[src/dtc_pkg.sv]
// Package for the dual timer/counter: register offsets, field positions,
// reset values, mode encoding and the register-port carrier.
// Assumes a single 100 MHz clock domain and an 8-bit special register port.
package dtc_pkg;

    // ----------------------------------------------------------------
    // Register offsets
    // ----------------------------------------------------------------
    localparam logic [7:0] ADDR_CTRL_STATUS = 8'h88;
    localparam logic [7:0] ADDR_MODE_CFG    = 8'h89;
    localparam logic [7:0] ADDR_LOW_ZERO    = 8'h8A;
    localparam logic [7:0] ADDR_LOW_ONE     = 8'h8B;
    localparam logic [7:0] ADDR_HIGH_ZERO   = 8'h8C;
    localparam logic [7:0] ADDR_HIGH_ONE    = 8'h8D;
    localparam logic [7:0] ADDR_PORT2_MODE  = 8'hA4;

    // ----------------------------------------------------------------
    // Field positions
    // ----------------------------------------------------------------
    localparam int CS_FLAG_ONE  = 7;
    localparam int CS_RUN_ONE   = 6;
    localparam int CS_FLAG_ZERO = 5;
    localparam int CS_RUN_ZERO  = 4;
    localparam int MC_GATE_ONE  = 7;
    localparam int MC_SEL_ONE   = 6;
    localparam int MC_MODE_ONE  = 4;
    localparam int MC_GATE_ZERO = 3;
    localparam int MC_SEL_ZERO  = 2;
    localparam int MC_MODE_ZERO = 0;
    localparam int PM_TOGGLE_ZERO = 0;
    localparam int PM_TOGGLE_ONE  = 1;

    // ----------------------------------------------------------------
    // Reset values and counts
    // ----------------------------------------------------------------
    localparam logic [7:0] RST_BYTE   = 8'h00;
    localparam int         MC_CLKS    = 6;
    localparam logic [2:0] MC_LAST    = 3'(MC_CLKS - 1);
    localparam logic [7:0] BYTE_ONES  = 8'hFF;

    // ----------------------------------------------------------------
    // Types
    // ----------------------------------------------------------------
    typedef enum logic [1:0] {
        MODE_13BIT,
        MODE_16BIT,
        MODE_RELOAD,
        MODE_SPLIT
    } dtc_mode_t;

    typedef struct packed {
        logic [7:0] addr;
        logic       wr;
        logic       rd;
        logic [7:0] wdata;
    } dtc_sfr_req_t;

    typedef struct packed {
        logic       ovf;
        logic [7:0] th;
        logic [7:0] tl;
    } dtc_step_t;

endpackage

[src/dtc_fall_det.sv]
// Count-pin sampler: one sample per machine cycle, falling-edge detect.
// Assumes the pin is synchronous to i_clk and i_tick marks machine cycles.
`timescale 1ns/1ps
module dtc_fall_det (
    input  wire logic i_clk,
    input  wire logic i_rst,
    input  wire logic i_ce,
    input  wire logic i_tick,
    input  wire logic i_pin,
    output logic      o_fall
);
    import dtc_pkg::*;

    logic smp_q;
    logic prev_q;

    // ----------------------------------------------------------------
    // Sampling
    // ----------------------------------------------------------------
    always_ff @(posedge i_clk or posedge i_rst) begin
        if (i_rst) begin
            smp_q  <= 1'b0;
            prev_q <= 1'b0;
        end else if (i_ce && i_tick) begin
            smp_q  <= i_pin;
            prev_q <= smp_q;
        end
    end

    // Held for a whole machine cycle, used on the next tick
    assign o_fall = prev_q & ~smp_q;

endmodule

[src/dtc_top.sv]
// Dual timer/counter: two up-counters with four modes, flags, toggle outputs.
// Assumes software reaches it through the 8-bit special register port and
// that the count and gate pins are synchronous to i_clk.
`timescale 1ns/1ps
module dtc_top (
    input  wire logic                  i_clk,
    input  wire logic                  i_rst,
    input  wire logic                  i_ce,
    input  wire dtc_pkg::dtc_sfr_req_t i_sfr,
    input  wire logic                  i_vector_ack_zero,
    input  wire logic                  i_vector_ack_one,
    input  wire logic                  i_external_interrupt_pin_zero,
    input  wire logic                  i_external_interrupt_pin_one,
    input  wire logic                  i_count_pin_zero,
    input  wire logic                  i_count_pin_one,
    output logic [7:0]                 o_sfr_rdata,
    output logic                       o_overflow_flag_zero,
    output logic                       o_overflow_flag_one,
    output logic                       o_count_pin_zero,
    output logic                       o_count_pin_zero_oe,
    output logic                       o_count_pin_one,
    output logic                       o_count_pin_one_oe
);
    import dtc_pkg::*;

    // ----------------------------------------------------------------
    // Step function shared by both timers
    // ----------------------------------------------------------------
    function automatic dtc_step_t step(input dtc_mode_t m, input logic [7:0] th,
                                       input logic [7:0] tl);
        logic [13:0] s13;
        logic [16:0] s16;
        logic [8:0]  s8;
        dtc_step_t   r;
        s13 = {1'b0, th, tl[4:0]} + 14'h0001;
        s16 = {1'b0, th, tl} + 17'h0_0001;
        s8  = {1'b0, tl} + 9'h001;
        r   = '{ovf: 1'b0, th: th, tl: tl};
        unique case (m)
            MODE_13BIT: begin
                r = '{ovf: s13[13], th: s13[12:5], tl: {tl[7:5], s13[4:0]}};
            end
            MODE_16BIT: begin
                r = '{ovf: s16[16], th: s16[15:8], tl: s16[7:0]};
            end
            MODE_RELOAD: begin
                r = '{ovf: s8[8], th: th, tl: s8[8] ? th : s8[7:0]};
            end
            MODE_SPLIT: begin
                r = '{ovf: s8[8], th: th, tl: s8[7:0]};
            end
        endcase
        return r;
    endfunction

    // ----------------------------------------------------------------
    // State
    // ----------------------------------------------------------------
    logic [2:0] mc_cnt_q;
    logic       tick;
    logic [7:0] mode_cfg_q;
    logic [7:0] tl0_q;
    logic [7:0] th0_q;
    logic [7:0] tl1_q;
    logic [7:0] th1_q;
    logic       run_bit_zero_q;
    logic       run_bit_one_q;
    logic       tog_en0_q;
    logic       tog_en1_q;
    logic       fall0;
    logic       fall1;
    dtc_mode_t  mode0;
    dtc_mode_t  mode1;
    dtc_step_t  nx0;
    dtc_step_t  nx1;
    logic       en0;
    logic       en1;
    logic       en_th0;
    logic       ovf0;
    logic       ovf1;
    logic       ovf_th0;
    logic       set_flag0;
    logic       set_flag1;
    logic       wr;

    assign wr = i_sfr.wr;

    // ----------------------------------------------------------------
    // Machine cycle prescaler
    // ----------------------------------------------------------------
    always_ff @(posedge i_clk or posedge i_rst) begin
        if (i_rst) begin
            mc_cnt_q <= '0;
        end else if (i_ce) begin
            mc_cnt_q <= (mc_cnt_q == MC_LAST) ? 3'd0 : mc_cnt_q + 3'd1;
        end
    end
    assign tick = (mc_cnt_q == MC_LAST);

    // ----------------------------------------------------------------
    // Count pin sampling
    // ----------------------------------------------------------------
    // Source must hold each level a machine cycle or edges are missed
    dtc_fall_det u_fall0 (
        .i_clk  (i_clk),
        .i_rst  (i_rst),
        .i_ce   (i_ce),
        .i_tick (tick),
        .i_pin  (i_count_pin_zero),
        .o_fall (fall0)
    );
    dtc_fall_det u_fall1 (
        .i_clk  (i_clk),
        .i_rst  (i_rst),
        .i_ce   (i_ce),
        .i_tick (tick),
        .i_pin  (i_count_pin_one),
        .o_fall (fall1)
    );

    // ----------------------------------------------------------------
    // Count enables and overflow
    // ----------------------------------------------------------------
    assign mode0 = dtc_mode_t'(mode_cfg_q[MC_MODE_ZERO +: 2]);
    assign mode1 = dtc_mode_t'(mode_cfg_q[MC_MODE_ONE +: 2]);
    assign nx0   = step(mode0, th0_q, tl0_q);
    assign nx1   = step(mode1, th1_q, tl1_q);

    assign en0 = tick & run_bit_zero_q
               & (~mode_cfg_q[MC_GATE_ZERO] | i_external_interrupt_pin_zero)
               & (~mode_cfg_q[MC_SEL_ZERO] | fall0);
    assign en1 = tick & run_bit_one_q & (mode1 != MODE_SPLIT)
               & (~mode_cfg_q[MC_GATE_ONE] | i_external_interrupt_pin_one)
               & (~mode_cfg_q[MC_SEL_ONE] | fall1);
    // Split mode: high byte of timer zero borrows the run bit of timer one
    assign en_th0  = tick & run_bit_one_q & (mode0 == MODE_SPLIT);
    assign ovf0    = en0 & nx0.ovf;
    assign ovf1    = en1 & nx1.ovf;
    assign ovf_th0 = en_th0 & (th0_q == BYTE_ONES);
    assign set_flag0 = ovf0;
    // Timer one keeps counting for baud use but loses its flag
    assign set_flag1 = (mode0 == MODE_SPLIT) ? ovf_th0 : ovf1;

    // ----------------------------------------------------------------
    // Count registers; software write wins over a count
    // ----------------------------------------------------------------
    always_ff @(posedge i_clk or posedge i_rst) begin
        if (i_rst) begin
            tl0_q <= RST_BYTE;
            th0_q <= RST_BYTE;
        end else if (i_ce) begin
            if (wr && i_sfr.addr == ADDR_LOW_ZERO) begin
                tl0_q <= i_sfr.wdata;
            end else if (en0) begin
                tl0_q <= nx0.tl;
            end
            if (wr && i_sfr.addr == ADDR_HIGH_ZERO) begin
                th0_q <= i_sfr.wdata;
            end else if (en_th0) begin
                th0_q <= th0_q + 8'h01;
            end else if (en0) begin
                th0_q <= nx0.th;
            end
        end
    end

    always_ff @(posedge i_clk or posedge i_rst) begin
        if (i_rst) begin
            tl1_q <= RST_BYTE;
            th1_q <= RST_BYTE;
        end else if (i_ce) begin
            if (wr && i_sfr.addr == ADDR_LOW_ONE) begin
                tl1_q <= i_sfr.wdata;
            end else if (en1) begin
                tl1_q <= nx1.tl;
            end
            if (wr && i_sfr.addr == ADDR_HIGH_ONE) begin
                th1_q <= i_sfr.wdata;
            end else if (en1) begin
                th1_q <= nx1.th;
            end
        end
    end

    // ----------------------------------------------------------------
    // Control registers
    // ----------------------------------------------------------------
    always_ff @(posedge i_clk or posedge i_rst) begin
        if (i_rst) begin
            mode_cfg_q     <= RST_BYTE;
            run_bit_zero_q <= 1'b0;
            run_bit_one_q  <= 1'b0;
            tog_en0_q      <= 1'b0;
            tog_en1_q      <= 1'b0;
        end else if (i_ce && wr) begin
            if (i_sfr.addr == ADDR_MODE_CFG) begin
                mode_cfg_q <= i_sfr.wdata;
            end
            if (i_sfr.addr == ADDR_CTRL_STATUS) begin
                // Only gates counting; count bytes untouched
                run_bit_zero_q <= i_sfr.wdata[CS_RUN_ZERO];
                run_bit_one_q  <= i_sfr.wdata[CS_RUN_ONE];
            end
            if (i_sfr.addr == ADDR_PORT2_MODE) begin
                tog_en0_q <= i_sfr.wdata[PM_TOGGLE_ZERO];
                tog_en1_q <= i_sfr.wdata[PM_TOGGLE_ONE];
            end
        end
    end

    // ----------------------------------------------------------------
    // Overflow flags: hardware set beats any clear
    // ----------------------------------------------------------------
    always_ff @(posedge i_clk or posedge i_rst) begin
        if (i_rst) begin
            o_overflow_flag_zero <= 1'b0;
            o_overflow_flag_one  <= 1'b0;
        end else if (i_ce) begin
            if (set_flag0) begin
                o_overflow_flag_zero <= 1'b1;
            end else if (i_vector_ack_zero) begin
                o_overflow_flag_zero <= 1'b0;
            end else if (wr && i_sfr.addr == ADDR_CTRL_STATUS) begin
                o_overflow_flag_zero <= i_sfr.wdata[CS_FLAG_ZERO];
            end
            if (set_flag1) begin
                o_overflow_flag_one <= 1'b1;
            end else if (i_vector_ack_one) begin
                o_overflow_flag_one <= 1'b0;
            end else if (wr && i_sfr.addr == ADDR_CTRL_STATUS) begin
                o_overflow_flag_one <= i_sfr.wdata[CS_FLAG_ONE];
            end
        end
    end

    // ----------------------------------------------------------------
    // Toggle outputs
    // ----------------------------------------------------------------
    always_ff @(posedge i_clk or posedge i_rst) begin
        if (i_rst) begin
            o_count_pin_zero    <= 1'b1;
            o_count_pin_one     <= 1'b1;
            o_count_pin_zero_oe <= 1'b0;
            o_count_pin_one_oe  <= 1'b0;
        end else if (i_ce) begin
            o_count_pin_zero_oe <= tog_en0_q;
            o_count_pin_one_oe  <= tog_en1_q;
            if (!tog_en0_q) begin
                o_count_pin_zero <= 1'b1;
            end else if (ovf0) begin
                o_count_pin_zero <= ~o_count_pin_zero;
            end
            if (!tog_en1_q) begin
                o_count_pin_one <= 1'b1;
            end else if (ovf1) begin
                o_count_pin_one <= ~o_count_pin_one;
            end
        end
    end

    // ----------------------------------------------------------------
    // Read port
    // ----------------------------------------------------------------
    always_ff @(posedge i_clk or posedge i_rst) begin
        if (i_rst) begin
            o_sfr_rdata <= RST_BYTE;
        end else if (i_ce && i_sfr.rd) begin
            unique case (i_sfr.addr)
                ADDR_CTRL_STATUS: o_sfr_rdata <= {o_overflow_flag_one, run_bit_one_q,
                                                  o_overflow_flag_zero, run_bit_zero_q, 4'h0};
                ADDR_MODE_CFG:    o_sfr_rdata <= mode_cfg_q;
                ADDR_LOW_ZERO:    o_sfr_rdata <= tl0_q;
                ADDR_LOW_ONE:     o_sfr_rdata <= tl1_q;
                ADDR_HIGH_ZERO:   o_sfr_rdata <= th0_q;
                ADDR_HIGH_ONE:    o_sfr_rdata <= th1_q;
                ADDR_PORT2_MODE:  o_sfr_rdata <= {6'h00, tog_en1_q, tog_en0_q};
                default:          o_sfr_rdata <= RST_BYTE;
            endcase
        end
    end

endmodule

[config.mk]
export PLATFORM = sky130hd
export DESIGN_NAME = dtc_top
export DESIGN_NICKNAME = d
export VERILOG_FILES = /design/src/dtc_pkg.sv /design/src/dtc_fall_det.sv /design/src/dtc_top.sv
export SDC_FILE = /design/constraint.sdc
export NUM_CORES = 1
export LEC_CHECK = 0
export BUFFER_PORTS_ARGS = -buffer_cell sky130_fd_sc_hd__buf_4
export CORE_MARGIN = 2
export CORE_UTILIZATION = 31
export CTS_CLUSTER_DIAMETER = 40
export DETAILED_ROUTE_END_ITERATION = 6
export SLEW_MARGIN = 20
export SYNTH_ARGS = -nofsm -noshare
export SYNTH_HDL_FRONTEND = slang
export SYNTH_SLANG_ARGS = --single-unit
[constraint.sdc]
create_clock -name i_clk -period 3.33 [get_ports i_clk]
set_input_delay 0.333 -clock i_clk [delete_from_list [all_inputs] [get_ports i_clk]]
set_output_delay 0.333 -clock i_clk [all_outputs]
set_load 0.005 [all_outputs]
==> results.sh <==
export IMPL_outcome="finished, final reports clean"
export IMPL_layout_cells_non_filler=758
export IMPL_initial_core_util_pct=31.90
export IMPL_clock_path_buffers=2
export IMPL_hold_slack_ps=227.5
export IMPL_ctsResizeCount=0
export IMPL_avgSynthCellArea_sq_um=8.464
export IMPL_row_count=44
export IMPL_switching_share_pct=26.14
export IMPL_dp_cells=742
export IMPL_period_needed_ps=2431
export IMPL_cp_start_kind="flip-flop"
export IMPL_critical_path_class="flip-flop to flip-flop"
export IMPL_synthToLayoutAreaGrowth_pct=14.57
export IMPL_yosysSeqAreaShare_pct=34.87
export IMPL_worstHoldPathCells=2
export IMPL_fmax_ghz=0.4114
export IMPL_hold_path_startpoint="i_count_pin_zero"
export IMPL_syn_nets=582
export IMPL_ant_nets=0
export IMPL_dr_total_vias=4548
export IMPL_fin_crit_sh_pct=72.99
export IMPL_place_gp_congestion=0.9289
export IMPL_slew_viol_final=0
export IMPL_regArea_sq_um=1629
export IMPL_critical_path_startpoint="mc_cnt_q[1]"
export IMPL_place_hpwl_microns=10950
export IMPL_netlist_area_leader_share_pct=33.74
export IMPL_core_sq_um=14640
export IMPL_die_area_sq_um=16070
export IMPL_path_clk_slew_ps=50
export IMPL_synth_top_area_cell="dfrtp_1"
export IMPL_nets=599
export IMPL_grt_pass1_wl_microns=24070
export IMPL_root_buffer="clkbuf_16"
export IMPL_die_x_microns=126.8
export IMPL_cts_setup_buffers=0
export IMPL_portBuffers=40
export IMPL_synthTopCellsByArea="dfrtp_1 34%, nand2_1 5.5%, o21ai_0 4.3%"
export IMPL_tightest_slew_ps=954.7
export IMPL_rsz0062_at_grt="no"
export IMPL_p_seq_share_pct=43.2
export IMPL_wire_per_inst_microns=20.09
export IMPL_crit_fanout=14
export IMPL_p_int_w=0.001570
export IMPL_ys_ff_latch=65
export IMPL_setup_tns_ps=0
export IMPL_grt_pass1_vias=4171
export IMPL_power_switching_w=0.0005556
export IMPL_end_kind="flip-flop"
export IMPL_grt_max_degree=66
export IMPL_clkSinkCount=65
export IMPL_power_frac_clock_pct=45.5
export IMPL_cellPowerDensity_nw_per_um2=397.1
export IMPL_gr_total_overflow=0
export IMPL_final_util_pct=36.55
export IMPL_hold_class="input port to flip-flop"
export IMPL_synth_cell_types=72
export IMPL_nFillCells=1470
export IMPL_ctsHtreeMaxLevel=3
export IMPL_cts_hold_buf=0
export IMPL_multi_input_area_sq_um=2821
export IMPL_r2r_start="mc_cnt_q[1]"
export IMPL_vias_per_cell=6.000
export IMPL_r2r_cells=7
export IMPL_synth_edf_count=0
export IMPL_antenna_found_initial=0
export IMPL_n_antenna_cell=0
export IMPL_arrival_ps=2710
export IMPL_leakage_nw=2.148
export IMPL_combPwrFrac_pct=11.3
export IMPL_die_h_microns=126.8
export IMPL_worstSkewPairLatency_ps=340
export IMPL_hold_viol=0
export IMPL_netlist_instances=552
export IMPL_netlist_area_sq_um=4672
export IMPL_ioPinCount=41
export IMPL_first_pass_iters=6
export IMPL_skew_ps=6.190
export IMPL_drt_iter0_drc=506
export IMPL_vdd_drop_max_mv=0.2617
export IMPL_ys_warn_count=0
export IMPL_async_flop_share_pct=100.0
export IMPL_yosysMostFrequentCell="nand2_1"
export IMPL_total_power_w=0.002126
export IMPL_max_cap_violations=0
export IMPL_relSlewSlack_pct=35.97
export IMPL_wirelength_microns=15230
export IMPL_drive_gt1_share_pct=16.38
export IMPL_setup_viol=0
export IMPL_drc=0
export IMPL_synth_flop_cell="dfrtp_1"
export IMPL_track_usage_pct=19.28
export IMPL_crit_required_ps=3610
export IMPL_yosys_top_cells_count="69 x nand2_1, 63 x dfrtp_1, 40 x nor2_1, 40 x o21ai_0, 31 x a21oi_1"
export IMPL_cts_tree="done"
export IMPL_numCtsBuffers=9
[flip-flops by register name (all words and copies together) (netlist names), 3 cells and up]
name	flops
th0_q	8
o_sfr_rdata	8
tl1_q	8
mode_cfg_q	8
mc_cnt_q	3
tl0_q	8
th1_q	8
[cell families (layout without fill, tap and decap cells)]
kind of cell,after synthesis,in the layout,share of synthesized area [%]
AO/OA/AOI/OAI,160,160,22.95
XOR/XNOR,21,21,3.937
multiplexers,29,29,7.740
flip-flops,65,65,34.87
adder cells (fa/ha/maj),3,3,0.8035
buffers and inverters,51,73,4.740
AND/OR/NAND/NOR,223,223,24.96
[worst paths after layout]
kind	endpoint	slack, ps
worst max-delay path	th1_q[2]	900
worst min-delay path	u_fall0.smp_q	230
worst max register to register	th1_q[2]	900
worst min register to register	o_sfr_rdata[5]	490
min in group asynchronous	tl0_q[2]	240
max in group asynchronous	th0_q[5]	2500
[per-layer routing]
layer | vias to the layer above | global-route usage, % | part of all wire (%)
met1 | 2202 | 26.80 | 45
met2 | 225 | 29.25 | 44
met3 | 27 | 4.049 | 7.8
met4 | 0 | 7.951 | 2.9
li1 | 2094 | - | -
met5 | - | 0 | 0
[stage by stage]
stage / setup slack (ps) / area, sq um
detailed placement: 644.4 / 5052
global route: 792.9 / 5353
floorplan: 1374 / 4672
CTS: 958.2 / 5353
global placement: 737.7 / 5052
finish: 899.4 / 5353
[power by group through the flow]
stage	Combinational, W	Sequential (W)	Clock, W
5_1_grt	0.000262	0.000929	0.00102
3_3_place_gp	0.000229	0.000927	0
4_1_cts	0.000240	0.000918	0.000993
2_1_floorplan	0.000166	0.000900	0
6_report	0.000239	0.000919	0.000967
3_5_place_dp	0.000240	0.000931	0
[critical path: stages, from the launching register on]
cell,delay (ps)
dfrtp_1,420
nand4b_1,420
a221oi_2,580
a32oi_1,90
buf_4,220
nand2b_1,180
or3_1,360
nand3_1,90
[cells in the final DEF (no fill, tap or decap), drive strengths merged, types with 15 or more instances in the layout]
cell type	n
nor2	41
dfrtp	63
inv	15
buf	42
nand3	28
a21oi	32
nand2	71
mux2	17
o21ai	43
and3	15
[area by class of cell]
| cell class | instances | area share, % |
|---|---|---|
| clock buffers | 13 | 4.862 |
| multi-input cells | 436 | 52.71 |
| repair buffers | 42 | 5.891 |
| flip-flops and latches | 65 | 30.43 |
| clock inverters | 3 | 0.7480 |
| inverters | 15 | 1.052 |
| well taps | 184 | 4.301 |
Power figures use the tool's default switching activity.
